<file path="src/rtl/ptimer_cfg.svh">
// register offsets, field positions and reset values of the periodic timer
// assumes inclusion by bare name from the design files
`ifndef PTIMER_CFG_SVH
`define PTIMER_CFG_SVH
`define OFF_CONTROL_0      12'h000
`define OFF_CONTROL_1      12'h004
`define OFF_COUNT_LOW      12'h008
`define OFF_COUNT_HIGH     12'h00C
`define OFF_COMPARE_A_LOW  12'h010
`define OFF_COMPARE_A_HIGH 12'h014
`define OFF_PERIOD_LOW     12'h018
`define OFF_PERIOD_HIGH    12'h01C
`define RST_CONTROL        8'h00
`define BIT_PAUSE          7
`define BIT_ON             3
`define BIT_INIT_LEVEL     3
`define BIT_POLARITY       2
`define BIT_TRIG_SRC       1
`define BIT_CLEAR_SEL      0
`define CONTROL_0_MASK     8'hF8
`define TIMER_WIDTH        10
`define COUNT_MAX          10'h3FF
`define HIGH_CLOCK_DIV     4
`endif

</file>
<file path="src/rtl/ptimer_pkg.sv">
// types shared by the periodic timer modules
// assumes nothing beyond a SystemVerilog compiler
`default_nettype none
package ptimer_pkg;
  typedef enum logic [1:0] {
    MODE_COMPARE,
    MODE_CAPTURE,
    MODE_PWM,
    MODE_COUNTER
  } op_mode_t;
  typedef enum logic [2:0] {
    CLK_SYS_DIV4,
    CLK_SYS,
    CLK_HIGH_DIV16,
    CLK_HIGH_DIV64,
    CLK_TBC_A,
    CLK_TBC_B,
    CLK_PIN_RISE,
    CLK_PIN_FALL
  } clk_sel_t;
endpackage
`default_nettype wire

</file>
<file path="src/rtl/ptimer_tick_if.sv">
// tick request and answer between the timer core and its clock selector
// assumes a single clock domain
`default_nettype none
interface ptimer_tick_if;
  logic [2:0] select;
  logic       tick;
  modport core (output select, input tick);
  modport gen  (input select, output tick);
endinterface
`default_nettype wire

</file>
<file path="src/rtl/ptimer_clock_select.sv">
// counter clock enable generator: prescalers and pin edge detection
// assumes timebase and pin inputs already synchronous to clk_sys
`default_nettype none
`include "ptimer_cfg.svh"
module ptimer_clock_select #(
  parameter int HIGH_DIV = `HIGH_CLOCK_DIV
) (
  input  wire logic   clk_sys,
  input  wire logic   rstn,
  input  wire logic   timebase_clock,
  input  wire logic   external_clock_pin,
  ptimer_tick_if.gen  tk
);
  logic [7:0] pre;
  logic       pin_d;
  logic       tb_d;
  logic       tick_r;
  wire        tick_div4  = pre[1:0] == 2'b11;
  wire        tick_div16 = pre[3:0] == 4'hF;
  wire        tick_div64 = pre[5:0] == 6'h3F;
  wire        pin_rise   = external_clock_pin & ~pin_d;
  wire        pin_fall   = ~external_clock_pin & pin_d;
  wire        tb_rise    = timebase_clock & ~tb_d;
  logic       next_tick;
  always_comb begin
    unique case (ptimer_pkg::clk_sel_t'(tk.select))
      ptimer_pkg::CLK_SYS_DIV4:   next_tick = tick_div4;
      ptimer_pkg::CLK_SYS:        next_tick = 1'b1;
      ptimer_pkg::CLK_HIGH_DIV16: next_tick = tick_div16;
      ptimer_pkg::CLK_HIGH_DIV64: next_tick = tick_div64;
      ptimer_pkg::CLK_TBC_A:      next_tick = tb_rise;
      ptimer_pkg::CLK_TBC_B:      next_tick = tb_rise;
      ptimer_pkg::CLK_PIN_RISE:   next_tick = pin_rise;
      ptimer_pkg::CLK_PIN_FALL:   next_tick = pin_fall;
    endcase
  end
  always_ff @(posedge clk_sys or negedge rstn) begin
    if (!rstn) begin
      pre    <= 8'h00;
      pin_d  <= 1'b0;
      tb_d   <= 1'b0;
      tick_r <= 1'b0;
    end else begin
      pre    <= pre + 8'h01;
      pin_d  <= external_clock_pin;
      tb_d   <= timebase_clock;
      tick_r <= next_tick;
    end
  end
  assign tk.tick = tick_r;
endmodule
`default_nettype wire

</file>
<file path="src/rtl/ptimer_top.sv">
// periodic timer: axi4-lite register file, 10-bit counter, comparators,
// output and capture logic
// assumes inputs synchronous to clk_sys
//
// Behaviour
// - pause bit halts counter holding count; clearing resumes from held value
// - clock select: sys/4, sys, high/16, high/64, timebase x2, pin rise, pin fall
// - clearing on/off stops and keeps count; rising on/off zeroes counter
// - compare mode: rising on/off returns output to initial level
// - control 0 bits 2..0 read as zero
// - mode field: compare, capture, pwm/single pulse, timer/counter
// - timer/counter mode: output pin held low, initial level and polarity unused
// - compare mode a match: keep, low, high or toggle output
// - pwm mode: inactive, active, pwm waveform, single pulse
// - capture mode edge: rising, falling, both, disabled
// - requested match level equal to initial level gives no visible change
// - initial level bit: pre-match level, or pwm active level
// - polarity bit set inverts the output pins
// - capture trigger from capture pin or external clock pin
// - clear select: a match, or p match/overflow
// - overflow clear only when period value is all zero
// - clear select ignored in pwm, single pulse and capture modes
// - counter readable only, split low and high registers
// - compare a value read/write split low/high, unused bits zero
// - period value read/write split low/high, unused bits zero
// - comparators compare the count with compare a and period values
// - pwm duty at or above period gives full duty
`default_nettype none
`include "ptimer_cfg.svh"
module ptimer_top #(
  parameter int WIDTH = `TIMER_WIDTH
) (
  input  wire logic        clk_sys,
  input  wire logic        rstn,
  input  wire logic [11:0] s_axi_awaddr,
  input  wire logic        s_axi_awvalid,
  output logic             s_axi_awready,
  input  wire logic [31:0] s_axi_wdata,
  input  wire logic [3:0]  s_axi_wstrb,
  input  wire logic        s_axi_wvalid,
  output logic             s_axi_wready,
  output logic [1:0]       s_axi_bresp,
  output logic             s_axi_bvalid,
  input  wire logic        s_axi_bready,
  input  wire logic [11:0] s_axi_araddr,
  input  wire logic        s_axi_arvalid,
  output logic             s_axi_arready,
  output logic [31:0]      s_axi_rdata,
  output logic [1:0]       s_axi_rresp,
  output logic             s_axi_rvalid,
  input  wire logic        s_axi_rready,
  input  wire logic        timebase_clock,
  input  wire logic        external_clock_pin,
  input  wire logic        capture_input_pin,
  output logic             timer_output_pin,
  output logic             timer_output_pin_inverted,
  output logic             compare_a_event,
  output logic             period_event
);
  typedef logic [WIDTH-1:0] cnt_t;

  // control and data registers
  logic [7:0] control_0;
  logic [7:0] control_1;
  cnt_t       count;
  cnt_t       compare_a_value;
  cnt_t       period_compare_value;
  logic       out_level;
  logic       on_d;
  logic       cap_d;

  wire        counter_pause          = control_0[`BIT_PAUSE];
  wire [2:0]  counter_clock_select   = control_0[6:4];
  wire        timer_on_off           = control_0[`BIT_ON];
  wire [1:0]  operating_mode_select  = control_1[7:6];
  wire [1:0]  output_function_select = control_1[5:4];
  wire        output_initial_level   = control_1[`BIT_INIT_LEVEL];
  wire        output_polarity        = control_1[`BIT_POLARITY];
  wire        capture_trigger_source = control_1[`BIT_TRIG_SRC];
  wire        counter_clear_select   = control_1[`BIT_CLEAR_SEL];

  ptimer_pkg::op_mode_t mode;
  assign mode = ptimer_pkg::op_mode_t'(operating_mode_select);

  // clock selection
  ptimer_tick_if tk ();
  assign tk.select = counter_clock_select;
  ptimer_clock_select u_clk (
    .clk_sys            (clk_sys),
    .rstn               (rstn),
    .timebase_clock     (timebase_clock),
    .external_clock_pin (external_clock_pin),
    .tk                 (tk)
  );

  // counter and comparators
  wire  on_rise   = timer_on_off & ~on_d;
  // the on-bit rising edge only zeroes the count, so a stale count cannot match there
  wire  running   = timer_on_off & ~on_rise & ~counter_pause & tk.tick;
  wire  match_a   = running & (count == compare_a_value);
  wire  match_p   = running & (count == period_compare_value);
  wire  overflow  = running & (count == cnt_t'(`COUNT_MAX));
  wire  is_pwm    = mode == ptimer_pkg::MODE_PWM;
  wire  single    = is_pwm & (output_function_select == 2'b11);
  wire  is_cmp    = (mode == ptimer_pkg::MODE_COMPARE) | (mode == ptimer_pkg::MODE_COUNTER);
  // a zero period lets the counter run to its top before wrapping
  wire  p_clear   = (period_compare_value == '0) ? overflow : match_p;
  wire  cmp_clear = counter_clear_select ? match_a : p_clear;
  // pwm and capture clear on the period match, or on overflow with a zero period; single pulse never clears
  wire  clear     = is_cmp ? cmp_clear : (single ? 1'b0 : p_clear);
  cnt_t next_count;
  assign next_count = on_rise ? '0 : (clear ? '0 : (running ? count + cnt_t'(1) : count));

  // capture source and edge
  wire  cap_src   = capture_trigger_source ? external_clock_pin : capture_input_pin;
  wire  cap_rise  = cap_src & ~cap_d;
  wire  cap_fall  = ~cap_src & cap_d;
  logic cap_hit;
  always_comb begin
    unique case (output_function_select)
      2'b00: cap_hit = cap_rise;
      2'b01: cap_hit = cap_fall;
      2'b10: cap_hit = cap_rise | cap_fall;
      2'b11: cap_hit = 1'b0;
    endcase
  end
  wire  capture = (mode == ptimer_pkg::MODE_CAPTURE) & timer_on_off & cap_hit;

  // compare mode output level
  logic next_out_level;
  always_comb begin
    next_out_level = out_level;
    if (on_rise) begin
      next_out_level = output_initial_level;
    end else if (match_a) begin
      unique case (output_function_select)
        2'b00: next_out_level = out_level;
        2'b01: next_out_level = 1'b0;
        2'b10: next_out_level = 1'b1;
        2'b11: next_out_level = ~out_level;
      endcase
    end
  end

  // pwm active phase: duty at or above period stays active all period
  wire  pwm_active = (count < compare_a_value) | (compare_a_value >= period_compare_value);
  logic pwm_level;
  always_comb begin
    unique case (output_function_select)
      2'b00: pwm_level = 1'b0;
      2'b01: pwm_level = 1'b1;
      2'b10: pwm_level = pwm_active;
      2'b11: pwm_level = timer_on_off;
    endcase
  end

  // the counter mode leaves the pin at a fixed low
  logic raw_out;
  always_comb begin
    unique case (mode)
      ptimer_pkg::MODE_COMPARE: raw_out = out_level;
      ptimer_pkg::MODE_PWM:     raw_out = pwm_level ~^ output_initial_level;
      ptimer_pkg::MODE_CAPTURE: raw_out = 1'b0;
      ptimer_pkg::MODE_COUNTER: raw_out = 1'b0;
    endcase
  end
  wire  pol_used  = output_polarity & (mode != ptimer_pkg::MODE_COUNTER);
  wire  next_pin  = raw_out ^ pol_used;

  // axi4-lite write path
  logic       aw_held;
  logic       w_held;
  logic [11:0] aw_addr;
  logic [7:0]  w_byte;
  wire        aw_take  = s_axi_awvalid & s_axi_awready;
  wire        w_take   = s_axi_wvalid & s_axi_wready;
  wire        have_aw  = aw_held | aw_take;
  wire        have_w   = w_held | w_take;
  wire [11:0] wr_addr  = aw_take ? s_axi_awaddr : aw_addr;
  wire [7:0]  wr_byte  = w_take ? s_axi_wdata[7:0] : w_byte;
  wire        wr_lane  = w_take ? s_axi_wstrb[0] : 1'b1;
  logic       wr_lane_q;
  wire        wr_do    = have_aw & have_w & ~s_axi_bvalid;
  wire        wr_en    = wr_do & (w_take ? wr_lane : wr_lane_q);
  wire        wr_hit   = (wr_addr[11:5] == 7'd0) & (wr_addr[1:0] == 2'b00);
  wire        sel_c0   = wr_en & (wr_addr == `OFF_CONTROL_0);
  wire        sel_c1   = wr_en & (wr_addr == `OFF_CONTROL_1);
  wire        sel_al   = wr_en & (wr_addr == `OFF_COMPARE_A_LOW);
  wire        sel_ah   = wr_en & (wr_addr == `OFF_COMPARE_A_HIGH);
  wire        sel_pl   = wr_en & (wr_addr == `OFF_PERIOD_LOW);
  wire        sel_ph   = wr_en & (wr_addr == `OFF_PERIOD_HIGH);

  // single pulse ends on an a match by clearing the on bit itself
  wire  sp_end  = single & match_a;
  wire  sp_trig = single & ~timer_on_off & (counter_clock_select[2:1] == 2'b11) & tk.tick;
  logic [7:0] next_c0;
  assign next_c0 = sel_c0 ? (wr_byte & `CONTROL_0_MASK) :
                   {control_0[7:4], (control_0[3] | sp_trig) & ~sp_end, 3'b000};
  cnt_t next_a;
  assign next_a = capture ? count :
                  sel_al ? {compare_a_value[WIDTH-1:8], wr_byte} :
                  sel_ah ? {wr_byte[WIDTH-9:0], compare_a_value[7:0]} : compare_a_value;
  cnt_t next_p;
  assign next_p = sel_pl ? {period_compare_value[WIDTH-1:8], wr_byte} :
                  sel_ph ? {wr_byte[WIDTH-9:0], period_compare_value[7:0]} :
                  period_compare_value;

  // axi4-lite read path
  logic [7:0] rd_byte;
  always_comb begin
    unique case (s_axi_araddr)
      `OFF_CONTROL_0:      rd_byte = control_0;
      `OFF_CONTROL_1:      rd_byte = control_1;
      `OFF_COUNT_LOW:      rd_byte = count[7:0];
      `OFF_COUNT_HIGH:     rd_byte = 8'(count[WIDTH-1:8]);
      `OFF_COMPARE_A_LOW:  rd_byte = compare_a_value[7:0];
      `OFF_COMPARE_A_HIGH: rd_byte = 8'(compare_a_value[WIDTH-1:8]);
      `OFF_PERIOD_LOW:     rd_byte = period_compare_value[7:0];
      `OFF_PERIOD_HIGH:    rd_byte = 8'(period_compare_value[WIDTH-1:8]);
      default:             rd_byte = 8'h00;
    endcase
  end
  wire rd_hit = (s_axi_araddr[11:5] == 7'd0) & (s_axi_araddr[1:0] == 2'b00);
  wire rd_do  = s_axi_arvalid & ~s_axi_rvalid;

  always_ff @(posedge clk_sys or negedge rstn) begin
    if (!rstn) begin
      control_0            <= `RST_CONTROL;
      control_1            <= `RST_CONTROL;
      count                <= '0;
      compare_a_value      <= '0;
      period_compare_value <= '0;
      out_level            <= 1'b0;
      on_d                 <= 1'b0;
      cap_d                <= 1'b0;
      timer_output_pin     <= 1'b0;
      timer_output_pin_inverted <= 1'b1;
      compare_a_event      <= 1'b0;
      period_event         <= 1'b0;
    end else begin
      control_0            <= next_c0;
      if (sel_c1) begin
        control_1 <= wr_byte;
      end
      count                <= next_count;
      compare_a_value      <= next_a;
      period_compare_value <= next_p;
      out_level            <= next_out_level;
      on_d                 <= timer_on_off;
      cap_d                <= cap_src;
      timer_output_pin     <= next_pin;
      timer_output_pin_inverted <= ~next_pin;
      // no p event when a match clears in compare modes
      compare_a_event      <= match_a | capture;
      period_event         <= match_p & ~(is_cmp & counter_clear_select);
    end
  end

  always_ff @(posedge clk_sys or negedge rstn) begin
    if (!rstn) begin
      aw_held <= 1'b0;
      w_held  <= 1'b0;
      aw_addr <= 12'h000;
      w_byte  <= 8'h00;
      wr_lane_q <= 1'b0;
      s_axi_awready <= 1'b1;
      s_axi_wready  <= 1'b1;
      s_axi_bvalid  <= 1'b0;
      s_axi_bresp   <= 2'b00;
    end else begin
      aw_held <= have_aw & ~wr_do;
      w_held  <= have_w & ~wr_do;
      if (aw_take) begin
        aw_addr <= s_axi_awaddr;
      end
      if (w_take) begin
        w_byte    <= s_axi_wdata[7:0];
        wr_lane_q <= s_axi_wstrb[0];
      end
      s_axi_awready <= ~(have_aw & ~wr_do) & ~(s_axi_bvalid & ~s_axi_bready) & ~wr_do;
      s_axi_wready  <= ~(have_w & ~wr_do) & ~(s_axi_bvalid & ~s_axi_bready) & ~wr_do;
      if (wr_do) begin
        s_axi_bvalid <= 1'b1;
        s_axi_bresp  <= wr_hit ? 2'b00 : 2'b10;
      end else if (s_axi_bready) begin
        s_axi_bvalid <= 1'b0;
      end
    end
  end

  always_ff @(posedge clk_sys or negedge rstn) begin
    if (!rstn) begin
      s_axi_arready <= 1'b0;
      s_axi_rvalid  <= 1'b0;
      s_axi_rdata   <= 32'h0000_0000;
      s_axi_rresp   <= 2'b00;
    end else begin
      s_axi_arready <= rd_do;
      if (rd_do) begin
        s_axi_rvalid <= 1'b1;
        s_axi_rdata  <= {24'h00_0000, rd_byte};
        s_axi_rresp  <= rd_hit ? 2'b00 : 2'b10;
      end else if (s_axi_rready) begin
        s_axi_rvalid <= 1'b0;
      end
    end
  end
endmodule
`default_nettype wire

</file>
<file path="config.mk">
export PLATFORM = sky130hd
export DESIGN_NAME = ptimer_top
export DESIGN_NICKNAME = d
export VERILOG_FILES = /design/src/rtl/ptimer_pkg.sv /design/src/rtl/ptimer_tick_if.sv /design/src/rtl/ptimer_clock_select.sv /design/src/rtl/ptimer_top.sv
export VERILOG_INCLUDE_DIRS = /design/src /design/src/rtl
export SDC_FILE = /design/constraint.sdc
export NUM_CORES = 1
export LEC_CHECK = 0
export BUFFER_PORTS_ARGS = -buffer_cell sky130_fd_sc_hd__buf_4
export CORE_MARGIN = 3
export CORE_UTILIZATION = 49
export CTS_CLUSTER_DIAMETER = 60
export CTS_CLUSTER_SIZE = 14
export DETAILED_ROUTE_END_ITERATION = 7
export PLACE_DENSITY = 0.73
export SLEW_MARGIN = 40
export SYNTH_ARGS = -nofsm -noshare
export SYNTH_HDL_FRONTEND = slang
export SYNTH_SLANG_ARGS = --single-unit
</file>
<file path="constraint.sdc">
create_clock -name clk_sys -period 2.2 [get_ports clk_sys]
set_input_delay 0.33 -clock clk_sys [delete_from_list [all_inputs] [get_ports clk_sys]]
set_output_delay 0.33 -clock clk_sys [all_outputs]
set_load 0.02 [all_outputs]
</file>
==> flow_summary.toml <==
[status]
status = "finished, final reports clean"

[die]
die-area_um2 = 12400
fp.dieH_um = 111
die_width_um = 111
core_area_um2 = 10600
io_pins = 115
num_rows = 37
start_util_pct = 51.4

[clocking]
clk_pin_slew_ps = 100
htreeDepth = 3
cts_buffers = 9
insertion_delay_ps = 380
clockBufferDepth = 2
cts_tree = "done"
cts_root_buf = "clkbuf_8"
clock-sinks = 97

[yosys]
synth_warnings = 0
synthTopCellsByArea = "dfrtp_1, ha_1, mux2_2, nand2_1, buf_4"
synth.distinct_cells = 60
postSynthCellCount = 546
synth_top_area_share_pct = 43.4
yosys.area.top_type = "dfrtp_1"
synth_edf_count = 0
synth_area_um2 = 5420
synthArstFlopShare_pct = 100
synth-seq-cells = 97
synth_area_per_cell_um2 = 9.93
synth_seq_area_share_pct = 44.8
synth_flop_cell = "dfrtp_1"

[grt]
grt_pass1_wl_um = 21200
use_met2_pct = 33.6
grt_pass1_vias = 4307
grt_use_met3_pct = 3.71
met1_usage_pct = 28.3
antenna_found_initial = 0
grt_max_degree = 45
grt_busiest_layer = "met2"
track_usage_pct = 21.1
gr-total-overflow = 0

[power]
clkPwrFrac_pct = 24.3
ir_drop_uv = 604
power_switching_mw = 1.60
p_comb_share_pct = 26.4
seqPwrFrac_pct = 49.2
switching_share_pct = 34.6
power.internal_mw = 3.01
cellLeakagePower_nw = 3.21
power_density_nw_per_um2 = 703

[timing]
setup_viol_count_final = 0
rsz0062_at_grt = "true"
worst_slew_pin_slew_ps = 584
max_freq_mhz = 455
fin_crit_sh_pct = 99.8
worst_slack_ps = 3.91
hold_violations = 0
timing.hold.ws_ps = 62.1
slew_viol_final = 0
final.setup.tns_ps = 0
finClkSkew_ps = 12.0
max_slew_margin_pct = 61.1
min_period_ps = 2200

[cells_and_area]
layout-drive-gt1-share_pct = 28.4
antenna_cells = 0
area_growth_pct = 21.0
nNetsFinal = 748
fill_cells = 885

[route]
routedWlPerCell_um = 16.7
drt_first_pass_iters = 5
vias = 4388
via_per_inst = 5.55
drt-total-wl_um = 13200
drt-initial-drc-count = 254
ant_nets = 0
drc = 0

[critical_path]
crit_family = "simple AND/OR/NAND/NOR gates"
worstSetupPathType = "reg -> reg"
cp.required_ps = 2450
cp_data_arrival_time_ps = 2440
cpMaxStageDelayCell = "dfrtp_1"
slowest_delay_ps = 480
critPathMaxFanout = 4
crit_chain = "inv_2 > ha_4 > nand4_1 > nor4b_4 > buf_4 > a21oi_2 > a311oi_1 > a21oi_1"
cp.buffers_inverters = 2
startpoint_type = "flip-flop"
end_kind = "flip-flop"

[placed_design]
hpwl_um = 9840
portBuffers = 61
place.gp.congestion = 0.973
dp_slack_ps = -16.1

[worst_hold_path]
hold_class = "in -> reg"

[run]
cap_violations = 0
[routing by layer]
layer | share of wire (%) | routed length [um]
met4 | 3.2 | 425
met5 | 0 | 0
met1 | 44 | 5760
met3 | 6.7 | 886
met2 | 46 | 6110
[kinds of logic (layout without fill, tap and decap cells)]
logic type	count (synthesis)	after routing	synth area share, %
compound gates	103	103	12.8
xor+xnor	24	24	3.88
fa+ha+maj	28	28	6.46
buf+inv	76	160	7.32
flops	97	97	44.8
mux	43	43	8.89
other cells	1	26	0.0692
simple gates	174	174	15.8
[power by group through the flow]
stage                     combinational (mW)  sequential (mW)  clock (mW)
after floorplan                        0.730             2.31           0
after global placement                  1.14             2.27           0
after detailed placement                1.18             2.29           0
after CTS                               1.19             2.26        1.15
after global routing                    1.33             2.31        1.22
final                                   1.22             2.27        1.12
[worst register-to-register path, delay by kind of cell (launching register included)]
kind,cells,cell delay [ps]
flops,1,480
simple gates,2,640
buf+inv,2,280
compound gates,3,370
fa+ha+maj,1,280
[worst paths after layout]
check                                               start                         end  slack (ps)  cells after the start
max                        compare_a_value[8]$_DFFE_PN0P_       out_level$_DFFE_PN0P_           4                      8
min                                        timebase_clock        u_clk.tb_d$_DFF_PN0_          60                      1
max reg2reg                compare_a_value[8]$_DFFE_PN0P_       out_level$_DFFE_PN0P_           4                      8
min reg2reg                        u_clk.pre[0]$_DFF_PN0_      u_clk.pre[0]$_DFF_PN0_         480                      1
max in group asynchronous                            rstn     s_axi_awready$_DFF_PN1_        1020                      3
min in group asynchronous                            rstn  s_axi_rdata[5]$_DFFE_PN0P_         490                      2
[state kept, by name (all words and copies together) (netlist names), 5 cells and up]
name,cells
compare_a_value,10
period_compare_value,10
count,10
aw_addr,12
w_byte,8
u_clk.pre,6
control_0,5
s_axi_rdata,8
control_1,8
[cell type report]
class / instances / area [um^2] / area share, %
multi-input cells: 398 / 2800 / 42.7
flip-flops and latches: 97 / 2430 / 37.1
repair buffers: 109 / 837 / 12.8
inverters: 35 / 131 / 2.00
clock buffers: 9 / 124 / 1.89
clock inverters: 7 / 60.1 / 0.916
well taps: 136 / 170 / 2.59
[layout by cell type, fill, tap and decap left out, drive strengths merged, types with 3 or more instances in the layout]
| cell type | Yosys | layout |
|---|---|---|
| buf | 30 | 108 |
| dfrtp | 94 | 94 |
| nand2 | 75 | 75 |
| inv | 35 | 39 |
| o21ai | 34 | 34 |
| nor2 | 31 | 31 |
| mux2 | 28 | 28 |
| ha | 28 | 28 |
| conb | 1 | 26 |
| a21oi | 24 | 24 |
| xnor2 | 16 | 16 |
| mux2i | 14 | 14 |
| nand4 | 10 | 10 |
| nand3 | 10 | 10 |
| clkbuf | 11 | 9 |
| nor3 | 9 | 9 |
| and3 | 8 | 8 |
| xor2 | 8 | 8 |
| a221oi | 7 | 7 |
| nand2b | 6 | 6 |
| a22o | 6 | 6 |
| a31oi | 6 | 6 |
| nor2b | 6 | 6 |
| nor4 | 6 | 6 |
| a21o | 5 | 5 |
| a211oi | 4 | 4 |
| nand3b | 3 | 3 |
| dfstp | 3 | 3 |
[through the flow]
stage	utilization, %	power (mW)	cell area (um^2)	std cells
4_1_cts	60.6	4.59	6400	784
5_1_grt	62.1	4.86	6560	791
2_1_floorplan	-	3.04	5520	571
3_5_place_dp	58.6	3.47	6180	766
6_report	62.1	4.61	6560	791
3_3_place_gp	58.6	3.41	6180	766
[timing repair]
| action | in CTS | in global routing |
|---|---|---|
| setup endpoints to repair | 3 | 43 |
| hold endpoints to repair | 40 | 0 |
| hold buffers | 1 | 0 |
| setup buffers | 1 | 7 |
| pin swaps | 2 | 7 |
| gates resized for setup | 4 | 19 |
| gates cloned | 0 | 0 |
[Yosys cell counts, types with 5 or more instances]
master and count:
o21ai_0 34, buf_4 27, mux2i_1 14, inv_1 35, ha_1 28, nor4_1 5, xnor2_1 16, mux2_2 27
a221oi_1 7, a22o_1 6, nand4_1 10, nand2_1 73, a21o_1 5, a21oi_1 22, nor2b_1 6, a31oi_1 6
nor3_1 9, nor2_1 31, and3_1 8, nand2b_1 6, clkbuf_1 11, dfrtp_1 94, xor2_1 8, nand3_1 8
Note: power is estimated with default switching activity, not from simulation.
